### src/rtl/dma_channel_pkg.sv
// Summary of operation
// - request sense: level when 0, rising edge when 1
// - fill mode writes first source item everywhere
// - fill transfer keeps the bus until done
// - trusted channel forces fill, yield, trigger, width
// - no yield, no trigger: back-to-back, bus held throughout
// - yield, no trigger or fill: one wait cycle between stores
// - highest three-bit priority wins the bus
// - equal priority: lower channel number wins
// - normal mode clears channel_on at completion
// - loop mode in trigger mode restarts with item_index zero
// - source steps 1, 2 or 4 when enabled
// - destination steps 1, 2 or 4 when enabled
// - trigger mode waits for peripheral request
// - interrupt only when completion_irq_en set
// - transfer_width encodes 1, 2, 4 bytes
// - channel_on enables the channel
// - item_index forms addresses, cleared at completion
// - transfer_length N moves N plus one items
// - interrupt when irq_threshold equals item_index
package dma_channel_pkg;

  localparam logic [31:0] OFS_SRC_LO    = 32'h5000_3570;
  localparam logic [31:0] OFS_SRC_HI    = 32'h5000_3572;
  localparam logic [31:0] OFS_DST_LO    = 32'h5000_3574;
  localparam logic [31:0] OFS_DST_HI    = 32'h5000_3576;
  localparam logic [31:0] OFS_THRESHOLD = 32'h5000_3578;
  localparam logic [31:0] OFS_LENGTH    = 32'h5000_357A;
  localparam logic [31:0] OFS_CONTROL   = 32'h5000_357C;
  localparam logic [31:0] OFS_INDEX     = 32'h5000_357E;

  localparam logic [15:0] CONTROL_RESET = 16'h0000;
  localparam logic [15:0] CONTROL_WMASK = 16'h3FFF;
  localparam logic [15:0] WORD_RESET    = 16'h0000;

  localparam logic [1:0] WIDTH_BYTE    = 2'h0;
  localparam logic [1:0] WIDTH_HALF    = 2'h1;
  localparam logic [1:0] WIDTH_WORD    = 2'h2;
  localparam logic [1:0] WIDTH_TRUSTED = 2'h2;

  localparam int unsigned PRIO_W = 3;

  typedef struct packed {
    logic [1:0] reserved;
    logic       request_sensitivity;
    logic       fill_mode;
    logic       yield_cycles;
    logic [2:0] channel_priority;
    logic       loop_mode;
    logic       source_step_en;
    logic       dest_step_en;
    logic       request_trigger_mode;
    logic       completion_irq_en;
    logic [1:0] transfer_width;
    logic       channel_on;
  } channel_control_t;

  typedef struct packed {
    logic        valid;
    logic        write;
    logic [1:0]  size;
    logic [31:0] addr;
    logic [31:0] wdata;
  } bus_cmd_t;

  typedef enum logic [2:0] {
    ST_IDLE, ST_WAIT_REQ, ST_ARB, ST_READ, ST_WRITE, ST_YIELD
  } chan_state_t;

endpackage : dma_channel_pkg

### src/rtl/dma_channel_control.sv
`timescale 1ns/1ps
module dma_channel_control #(
  parameter int unsigned NUM_CH = 8,
  parameter int unsigned CH_ID  = 7
) (
  input  wire logic                               clock,
  input  wire logic                               rst_n,
  input  wire logic [31:0]                        reg_addr,
  input  wire logic [15:0]                        reg_wdata,
  input  wire logic                               reg_wr,
  input  wire logic                               reg_rd,
  output logic      [15:0]                        reg_rdata,
  input  wire logic                               trusted_mode,
  input  wire logic                               periph_req,
  output logic                                    periph_ack,
  input  wire logic [NUM_CH-1:0]                  peer_req,
  input  wire logic [NUM_CH*dma_channel_pkg::PRIO_W-1:0] peer_prio,
  output logic                                    bus_want,
  output logic                                    bus_hold,
  output dma_channel_pkg::bus_cmd_t               bus_cmd,
  input  wire logic                               bus_ack,
  input  wire logic [31:0]                        bus_rdata,
  output logic                                    irq
);
  import dma_channel_pkg::*;

  // forced fields while acting as the trusted channel
  function automatic channel_control_t effective(input channel_control_t c, input logic t);
    channel_control_t e;
    e          = c;
    e.reserved = 2'h0;
    if (t) begin
      e.fill_mode            = 1'b0;
      e.yield_cycles         = 1'b0;
      e.request_trigger_mode = 1'b0;
      e.transfer_width       = WIDTH_TRUSTED;
    end
    return e;
  endfunction : effective

  // byte offset of the current item; reserved width steps like a word
  function automatic logic [31:0] step_offset(input logic en, input logic [15:0] idx,
                                              input logic [1:0] w);
    logic [31:0] base;
    base = {16'h0000, idx};
    if (!en) return 32'h0000_0000;
    case (w)
      WIDTH_BYTE: return base;
      WIDTH_HALF: return {base[30:0], 1'b0};
      default:    return {base[29:0], 2'h0};
    endcase
  endfunction : step_offset

  // this channel wins when no peer beats it on priority or number
  function automatic logic wins(input logic [NUM_CH-1:0] req,
                                input logic [NUM_CH*PRIO_W-1:0] pr,
                                input logic [PRIO_W-1:0] mine);
    logic w;
    logic [PRIO_W-1:0] p;
    w = 1'b1;
    for (int j = 0; j < NUM_CH; j++) begin
      p = pr[j*PRIO_W +: PRIO_W];
      if (j != CH_ID && req[j]) begin
        if (p > mine) w = 1'b0;
        if (p == mine && j < CH_ID) w = 1'b0;
      end
    end
    return w;
  endfunction : wins

  channel_control_t ctrl_r, ctrl_nxt, eff;
  chan_state_t      state_r, state_nxt;
  logic [15:0]      src_lo_r, src_lo_nxt, src_hi_r, src_hi_nxt;
  logic [15:0]      dst_lo_r, dst_lo_nxt, dst_hi_r, dst_hi_nxt;
  logic [15:0]      thr_r, thr_nxt, len_r, len_nxt, idx_r, idx_nxt;
  logic [15:0]      rdata_r, rdata_nxt;
  logic [31:0]      data_r, data_nxt;
  logic             sync1_r, sync1_nxt, sync2_r, sync2_nxt, prev_r, prev_nxt;
  logic             edge_pend_r, edge_pend_nxt;
  logic             ack_r, ack_nxt, irq_r, irq_nxt;
  logic             want_r, want_nxt, hold_r, hold_nxt;
  bus_cmd_t         cmd_r, cmd_nxt;
  logic             req_seen, loop_ok, last_item, keep_bus;
  logic [31:0]      src_addr, dst_addr;

  assign reg_rdata  = rdata_r;
  assign periph_ack = ack_r;
  assign irq        = irq_r;
  assign bus_want   = want_r;
  assign bus_hold   = hold_r;
  assign bus_cmd    = cmd_r;

  always_comb begin
    eff      = effective(ctrl_r, trusted_mode);
    src_addr = {src_hi_r, src_lo_r} + step_offset(eff.source_step_en, idx_r,
                                                  eff.transfer_width);
    dst_addr = {dst_hi_r, dst_lo_r} + step_offset(eff.dest_step_en, idx_r,
                                                  eff.transfer_width);
    req_seen = eff.request_sensitivity ? edge_pend_r : sync2_r;
    loop_ok  = eff.loop_mode && eff.request_trigger_mode;
    last_item = (idx_r == len_r);
    // fill and blocking mode keep the bus between items
    keep_bus = eff.fill_mode || (!eff.yield_cycles && !eff.request_trigger_mode);

    ctrl_nxt      = ctrl_r;
    src_lo_nxt    = src_lo_r;
    src_hi_nxt    = src_hi_r;
    dst_lo_nxt    = dst_lo_r;
    dst_hi_nxt    = dst_hi_r;
    thr_nxt       = thr_r;
    len_nxt       = len_r;
    idx_nxt       = idx_r;
    data_nxt      = data_r;
    state_nxt     = state_r;
    want_nxt      = want_r;
    hold_nxt      = hold_r;
    cmd_nxt       = cmd_r;
    ack_nxt       = 1'b0;
    irq_nxt       = 1'b0;
    sync1_nxt     = periph_req;
    sync2_nxt     = sync1_r;
    prev_nxt      = sync2_r;
    edge_pend_nxt = edge_pend_r;
    rdata_nxt     = 16'h0000;

    if (reg_wr) begin
      case (reg_addr)
        OFS_SRC_LO:    src_lo_nxt = reg_wdata;
        OFS_SRC_HI:    src_hi_nxt = reg_wdata;
        OFS_DST_LO:    dst_lo_nxt = reg_wdata;
        OFS_DST_HI:    dst_hi_nxt = reg_wdata;
        OFS_THRESHOLD: thr_nxt    = reg_wdata;
        OFS_LENGTH:    len_nxt    = reg_wdata;
        OFS_CONTROL:   ctrl_nxt   = channel_control_t'(reg_wdata & CONTROL_WMASK);
        default:       ;
      endcase
    end
    if (reg_rd) begin
      case (reg_addr)
        OFS_SRC_LO:    rdata_nxt = src_lo_r;
        OFS_SRC_HI:    rdata_nxt = src_hi_r;
        OFS_DST_LO:    rdata_nxt = dst_lo_r;
        OFS_DST_HI:    rdata_nxt = dst_hi_r;
        OFS_THRESHOLD: rdata_nxt = thr_r;
        OFS_LENGTH:    rdata_nxt = len_r;
        OFS_CONTROL:   rdata_nxt = eff;
        OFS_INDEX:     rdata_nxt = idx_r;
        default:       rdata_nxt = 16'h0000;
      endcase
    end

    case (state_r)
      ST_IDLE: begin
        want_nxt      = 1'b0;
        hold_nxt      = 1'b0;
        // an edge seen while the channel is off must not start a later transfer
        edge_pend_nxt = 1'b0;
        if (eff.channel_on) begin
          state_nxt = eff.request_trigger_mode ? ST_WAIT_REQ : ST_ARB;
        end
      end
      ST_WAIT_REQ: begin
        if (!eff.channel_on) begin
          state_nxt = ST_IDLE;
          hold_nxt  = 1'b0;
        end else if (req_seen) begin
          edge_pend_nxt = 1'b0;
          state_nxt     = ST_ARB;
        end
      end
      ST_ARB: begin
        if (!eff.channel_on) begin
          state_nxt = ST_IDLE;
          want_nxt  = 1'b0;
        end else if (hold_r || wins(peer_req, peer_prio, eff.channel_priority)) begin
          want_nxt      = 1'b0;
          hold_nxt      = 1'b1;
          cmd_nxt.valid = 1'b1;
          cmd_nxt.size  = eff.transfer_width;
          cmd_nxt.wdata = data_r;
          // fill mode fetches the source only for the first item
          if (eff.fill_mode && idx_r != 16'h0000) begin
            cmd_nxt.write = 1'b1;
            cmd_nxt.addr  = dst_addr;
            state_nxt     = ST_WRITE;
          end else begin
            cmd_nxt.write = 1'b0;
            cmd_nxt.addr  = src_addr;
            state_nxt     = ST_READ;
          end
        end else begin
          want_nxt = 1'b1;
        end
      end
      ST_READ: begin
        if (bus_ack) begin
          data_nxt      = bus_rdata;
          cmd_nxt.write = 1'b1;
          cmd_nxt.addr  = dst_addr;
          cmd_nxt.wdata = bus_rdata;
          state_nxt     = ST_WRITE;
        end
      end
      ST_WRITE: begin
        if (bus_ack) begin
          cmd_nxt.valid = 1'b0;
          cmd_nxt.write = 1'b0;
          ack_nxt       = eff.request_trigger_mode;
          irq_nxt       = eff.completion_irq_en && (thr_r == idx_r);
          // the completion clear of channel_on is applied after any register write
          if (last_item) begin
            idx_nxt = 16'h0000;
            if (!loop_ok) begin
              ctrl_nxt.channel_on = 1'b0;
            end
          end else begin
            idx_nxt = idx_r + 16'h0001;
          end
          if ((last_item && !loop_ok) || !eff.channel_on) begin
            hold_nxt  = 1'b0;
            state_nxt = ST_IDLE;
          end else if (last_item && !eff.fill_mode) begin
            hold_nxt  = 1'b0;
            state_nxt = ST_WAIT_REQ;
          end else if (eff.yield_cycles && !eff.request_trigger_mode
                       && !eff.fill_mode) begin
            hold_nxt  = 1'b0;
            state_nxt = ST_YIELD;
          end else if (keep_bus) begin
            state_nxt = eff.request_trigger_mode ? ST_WAIT_REQ : ST_ARB;
          end else begin
            hold_nxt  = 1'b0;
            state_nxt = ST_WAIT_REQ;
          end
        end
      end
      ST_YIELD: begin
        // one cycle with the bus released so other masters get a turn
        state_nxt = eff.channel_on ? ST_ARB : ST_IDLE;
      end
      default: begin
        state_nxt = ST_IDLE;
        want_nxt  = 1'b0;
        hold_nxt  = 1'b0;
        cmd_nxt   = '0;
      end
    endcase

    // a new edge wins over the clear that consumes the previous one;
    // edges are only kept once the channel has left idle
    if (sync2_r && !prev_r && state_r != ST_IDLE) begin
      edge_pend_nxt = 1'b1;
    end
  end

  always_ff @(posedge clock) begin
    if (!rst_n) begin
      ctrl_r      <= channel_control_t'(CONTROL_RESET);
      state_r     <= ST_IDLE;
      src_lo_r    <= WORD_RESET;
      src_hi_r    <= WORD_RESET;
      dst_lo_r    <= WORD_RESET;
      dst_hi_r    <= WORD_RESET;
      thr_r       <= WORD_RESET;
      len_r       <= WORD_RESET;
      idx_r       <= WORD_RESET;
      rdata_r     <= 16'h0000;
      data_r      <= 32'h0000_0000;
      sync1_r     <= 1'b0;
      sync2_r     <= 1'b0;
      prev_r      <= 1'b0;
      edge_pend_r <= 1'b0;
      ack_r       <= 1'b0;
      irq_r       <= 1'b0;
      want_r      <= 1'b0;
      hold_r      <= 1'b0;
      cmd_r       <= '0;
    end else begin
      ctrl_r      <= ctrl_nxt;
      state_r     <= state_nxt;
      src_lo_r    <= src_lo_nxt;
      src_hi_r    <= src_hi_nxt;
      dst_lo_r    <= dst_lo_nxt;
      dst_hi_r    <= dst_hi_nxt;
      thr_r       <= thr_nxt;
      len_r       <= len_nxt;
      idx_r       <= idx_nxt;
      rdata_r     <= rdata_nxt;
      data_r      <= data_nxt;
      sync1_r     <= sync1_nxt;
      sync2_r     <= sync2_nxt;
      prev_r      <= prev_nxt;
      edge_pend_r <= edge_pend_nxt;
      ack_r       <= ack_nxt;
      irq_r       <= irq_nxt;
      want_r      <= want_nxt;
      hold_r      <= hold_nxt;
      cmd_r       <= cmd_nxt;
    end
  end

endmodule : dma_channel_control

### config.mk
export PLATFORM = sky130hd
export DESIGN_NAME = dma_channel_control
export DESIGN_NICKNAME = d
export VERILOG_FILES = /design/src/rtl/dma_channel_pkg.sv /design/src/rtl/dma_channel_control.sv
export SDC_FILE = /design/constraint.sdc
export NUM_CORES = 1
export LEC_CHECK = 0
export ABC_AREA = 1
export BUFFER_PORTS_ARGS = -buffer_cell sky130_fd_sc_hd__buf_2
export CAP_MARGIN = 20
export CORE_MARGIN = 5
export CORE_UTILIZATION = 54
export DETAILED_ROUTE_END_ITERATION = 8
export HOLD_SLACK_MARGIN = 0.03
export PLACE_DENSITY = 0.8
export RECOVER_POWER = 25
export REMOVE_ABC_BUFFERS = 1
export SYNTH_ARGS = -nofsm -noshare
export SYNTH_HDL_FRONTEND = slang
export SYNTH_SLANG_ARGS = --single-unit
export TNS_END_PERCENT = 20
### constraint.sdc
create_clock -name clock -period 7.4 [get_ports clock]
set_input_delay 1.11 -clock clock [delete_from_list [all_inputs] [get_ports clock]]
set_output_delay 1.11 -clock clock [all_outputs]
set_load 0.02 [all_outputs]
==> metrics.yaml <==
outcome:
  status: "complete, but fails checks"
  violations: "capacitance limit, slew limit"
timing:
  setup_tns_ns: 0
  rsz0062_at_grt: "false"
  fin_crit_ns: 5.40
  worstMarginPinSlew_ns: 2.29
  layout_setup_ws_ns: 2.00
  setup_viol: 0
  post-route-period-util_pct: 73.0
  finClkSkew_ns: 0.0157
  hold_viol_final: 0
  fmax_mhz: 185
  slew_viol_final: 107
  slew_headroom_pct: -52.5
drt:
  wl_mm: 60.7
  drt_first_pass_iters: 5
  drtIter0Drc: 2242
  ant_nets: 0
  vias_per_cell: 5.78
  drc_errors: 0
  wire_per_inst_um: 19.9
  vias: 17588
synthesis:
  synthCells: 2486
  syn_area_per_cell_um2: 6.35
  yosysSeqAreaShare_pct: 32.1
  yosys-top-cells-area: "dfxtp_1 32%, nand2_1 15%, inv_1 7.6%"
  synthFlopType: "dfxtp_1"
  ys_seq_elements: 253
  synth_area_leader_cell: "dfxtp_1"
  yosys.area.top_type_share_pct: 32.1
  synthDistinctLibCells: 48
  syn_area_um2: 15800
  ys_warn_count: 0
  synthArstFlopShare_pct: 0
  synth-edff-count: 0
cts:
  clock_path_buffers: 3
  clk_latency_ns: 0.57
  cts_root_buf: "clkbuf_16"
  cts_tree: "done"
  path_clk_slew_ns: 0.06
  ctsHoldBuffers: 0
  cts.htree.levels: 1
  post_cts_resize_count: 0
  numCtsBuffers: 28
  cts_setup_buffers: 0
  clkSinkCount: 253
final_layout:
  finalNetCount: 2817
  drive_gt1_share_pct: 8.66
  syn2layout_area_growth_pct: 12.9
  n_antenna_cell: 0
  final_common_cell: "nand2_1"
  final_cell_mix: "626 x nand2_1, 318 x inv_1, 312 x nor2_1"
worst_hold_path:
  min_delay_path_depth: 2
  hold_path_class: "flip-flop to flip-flop"
worst_setup_path:
  critPathBufInv: 3
  crit_top_cell: "clkbuf_1"
  critical_path_depth: 5
  critPathMaxFanout: 53
  critPathSlowestCell: "clkbuf_1"
  cp_cell_sequence: "buf_2, clkbuf_1, clkbuf_1, nand3_1, a21oi_1"
  crit_family: "buffers and inverters"
  crit_arrival_ns: 5.86
  ff2ff_path_depth: 15
  start_kind: "input pin"
  crit_required_ns: 7.86
  worstSetupPathType: "input pin to flip-flop"
  max_stage_delay_ns: 1.72
  end_kind: "flip-flop"
global_routing:
  grt_first_pass_wirelength_mm: 93.2
  overflow: 0
  grt_pass1_vias: 16652
  track_usage_pct: 35.4
  antenna_found_initial: 0
  grt_max_degree: 80
die:
  die_y_um: 181
  start_util_pct: 54.9
  die_area_um2: 32800
  rows: 62
  die_width_um: 181
  core_area_um2: 28800
  io_pins: 207
placed_design:
  globalplace.congestion: 1.06
  port_buffers: 202
  dpl.hpwl_mm: 46.9
  post-place-ws_ns: 2.48
power_and_ir_drop:
  power_density_nw_per_um2: 166
  power.total_mw: 2.97
  irDropWorstVdd_mv: 0.239
  leakage_nw: 7.70
run:
  drv_cap: 2
==> worst paths after layout <==
path,start,end,slack [ns]
min reg2reg,sync1_r,prev_nxt,0.41
min,sync1_r,prev_nxt,0.41
max reg2reg,ctrl_r[2],bus_cmd[57],3.10
max,rst_n,reg_rdata[15],2.00
==> cell usage after synthesis (all sizes together), types with 5 or more instances <==
| library cell | n |
|---|---|
| xnor2 | 18 |
| ha | 59 |
| clkbuf | 51 |
| nand2 | 629 |
| xor2 | 18 |
| nand4 | 33 |
| or2 | 10 |
| inv | 333 |
| o221ai | 14 |
| nor4 | 9 |
| o22ai | 31 |
| nand3 | 127 |
| nor3 | 43 |
| o21ai | 194 |
| a21oi | 196 |
| buf | 42 |
| nor3b | 6 |
| a211oi | 69 |
| clkinv | 5 |
| a221oi | 5 |
| nor2 | 323 |
| dfxtp | 253 |
==> through the flow <==
stage / instance area (µm²) / util (%) / hold slack (ns) / std cells
2_1_floorplan: 15300 / - / 0.390 / 2393
3_3_place_gp: 16900 / 58.7 / 0.398 / 2987
3_5_place_dp: 16900 / 58.7 / 0.399 / 2987
4_1_cts: 17900 / 62.1 / 0.414 / 3037
5_1_grt: 17800 / 62.0 / 0.444 / 3041
6_report: 17800 / 62.0 / 0.411 / 3041
==> worst reg2reg max path: stages (launching register included) <==
cell and delay, ns:
dfxtp_1 0.34, nor2_1 0.39, nand2_1 0.51, o221ai_1 0.63
nor2_1 0.10, ha_1 0.37, a21oi_1 0.28, o21ai_0 0.19
inv_1 0.15, o21ai_0 0.10, nand2_1 0.06, nand3_1 0.37
nand3_1 0.21, nand3_1 0.25, nand2_1 0.15, a21oi_1 0.07
==> sequential cells by signal (all words and copies together), names as in the netlist, 3 cells and up <==
| name | flops |
|---|---|
| bus_cmd | 68 |
| ctrl_r | 14 |
| data_r | 32 |
| dst_hi_r | 16 |
| dst_lo_r | 16 |
| idx_r | 16 |
| len_r | 16 |
| reg_rdata | 16 |
| src_hi_r | 16 |
| src_lo_r | 16 |
| state_r | 3 |
| thr_r | 16 |
==> kinds of logic (layout without fill, tap and decap cells) <==
| family | count (synthesis) | after routing | share of synthesized area, % |
|---|---|---|---|
| DFF | 253 | 253 | 32.1 |
| xor gates and xnor gates | 36 | 36 | 2.00 |
| AOI/OAI and AO/OA | 520 | 520 | 18.5 |
| and+or+nand+nor | 1185 | 1185 | 31.6 |
| buffers and inverters | 431 | 602 | 10.9 |
| adders and majority gates | 61 | 61 | 4.93 |
==> power breakdown <==
| part | internal, mW | switching [mW] | leakage [nW] |
|---|---|---|---|
| Clock | 0.877 | 0.604 | 0.471 |
| Combinational | 0.0394 | 0.0850 | 5.19 |
| Sequential | 1.36 | 0.000288 | 2.04 |
| Total | 2.28 | 0.689 | 7.70 |
==> routing by layer <==
layer,GRT usage (%),part of all wire (%),up-vias
li1,-,-,8422
met5,0,0,-
met4,14.9,4.8,0
met1,46.1,40,8157
met3,4.54,8.7,149
met2,59.3,46,860
==> area by class of cell <==
class | count | area [µm²]
inverter | 338 | 1270
sequential | 253 | 5060
fill | 2829 | 10900
multi-input combinational | 1802 | 9010
tap | 384 | 480
clock inverter | 13 | 195
clock buffer | 37 | 774
timing repair buffer | 214 | 1040
Power figures use the tool's default switching activity.
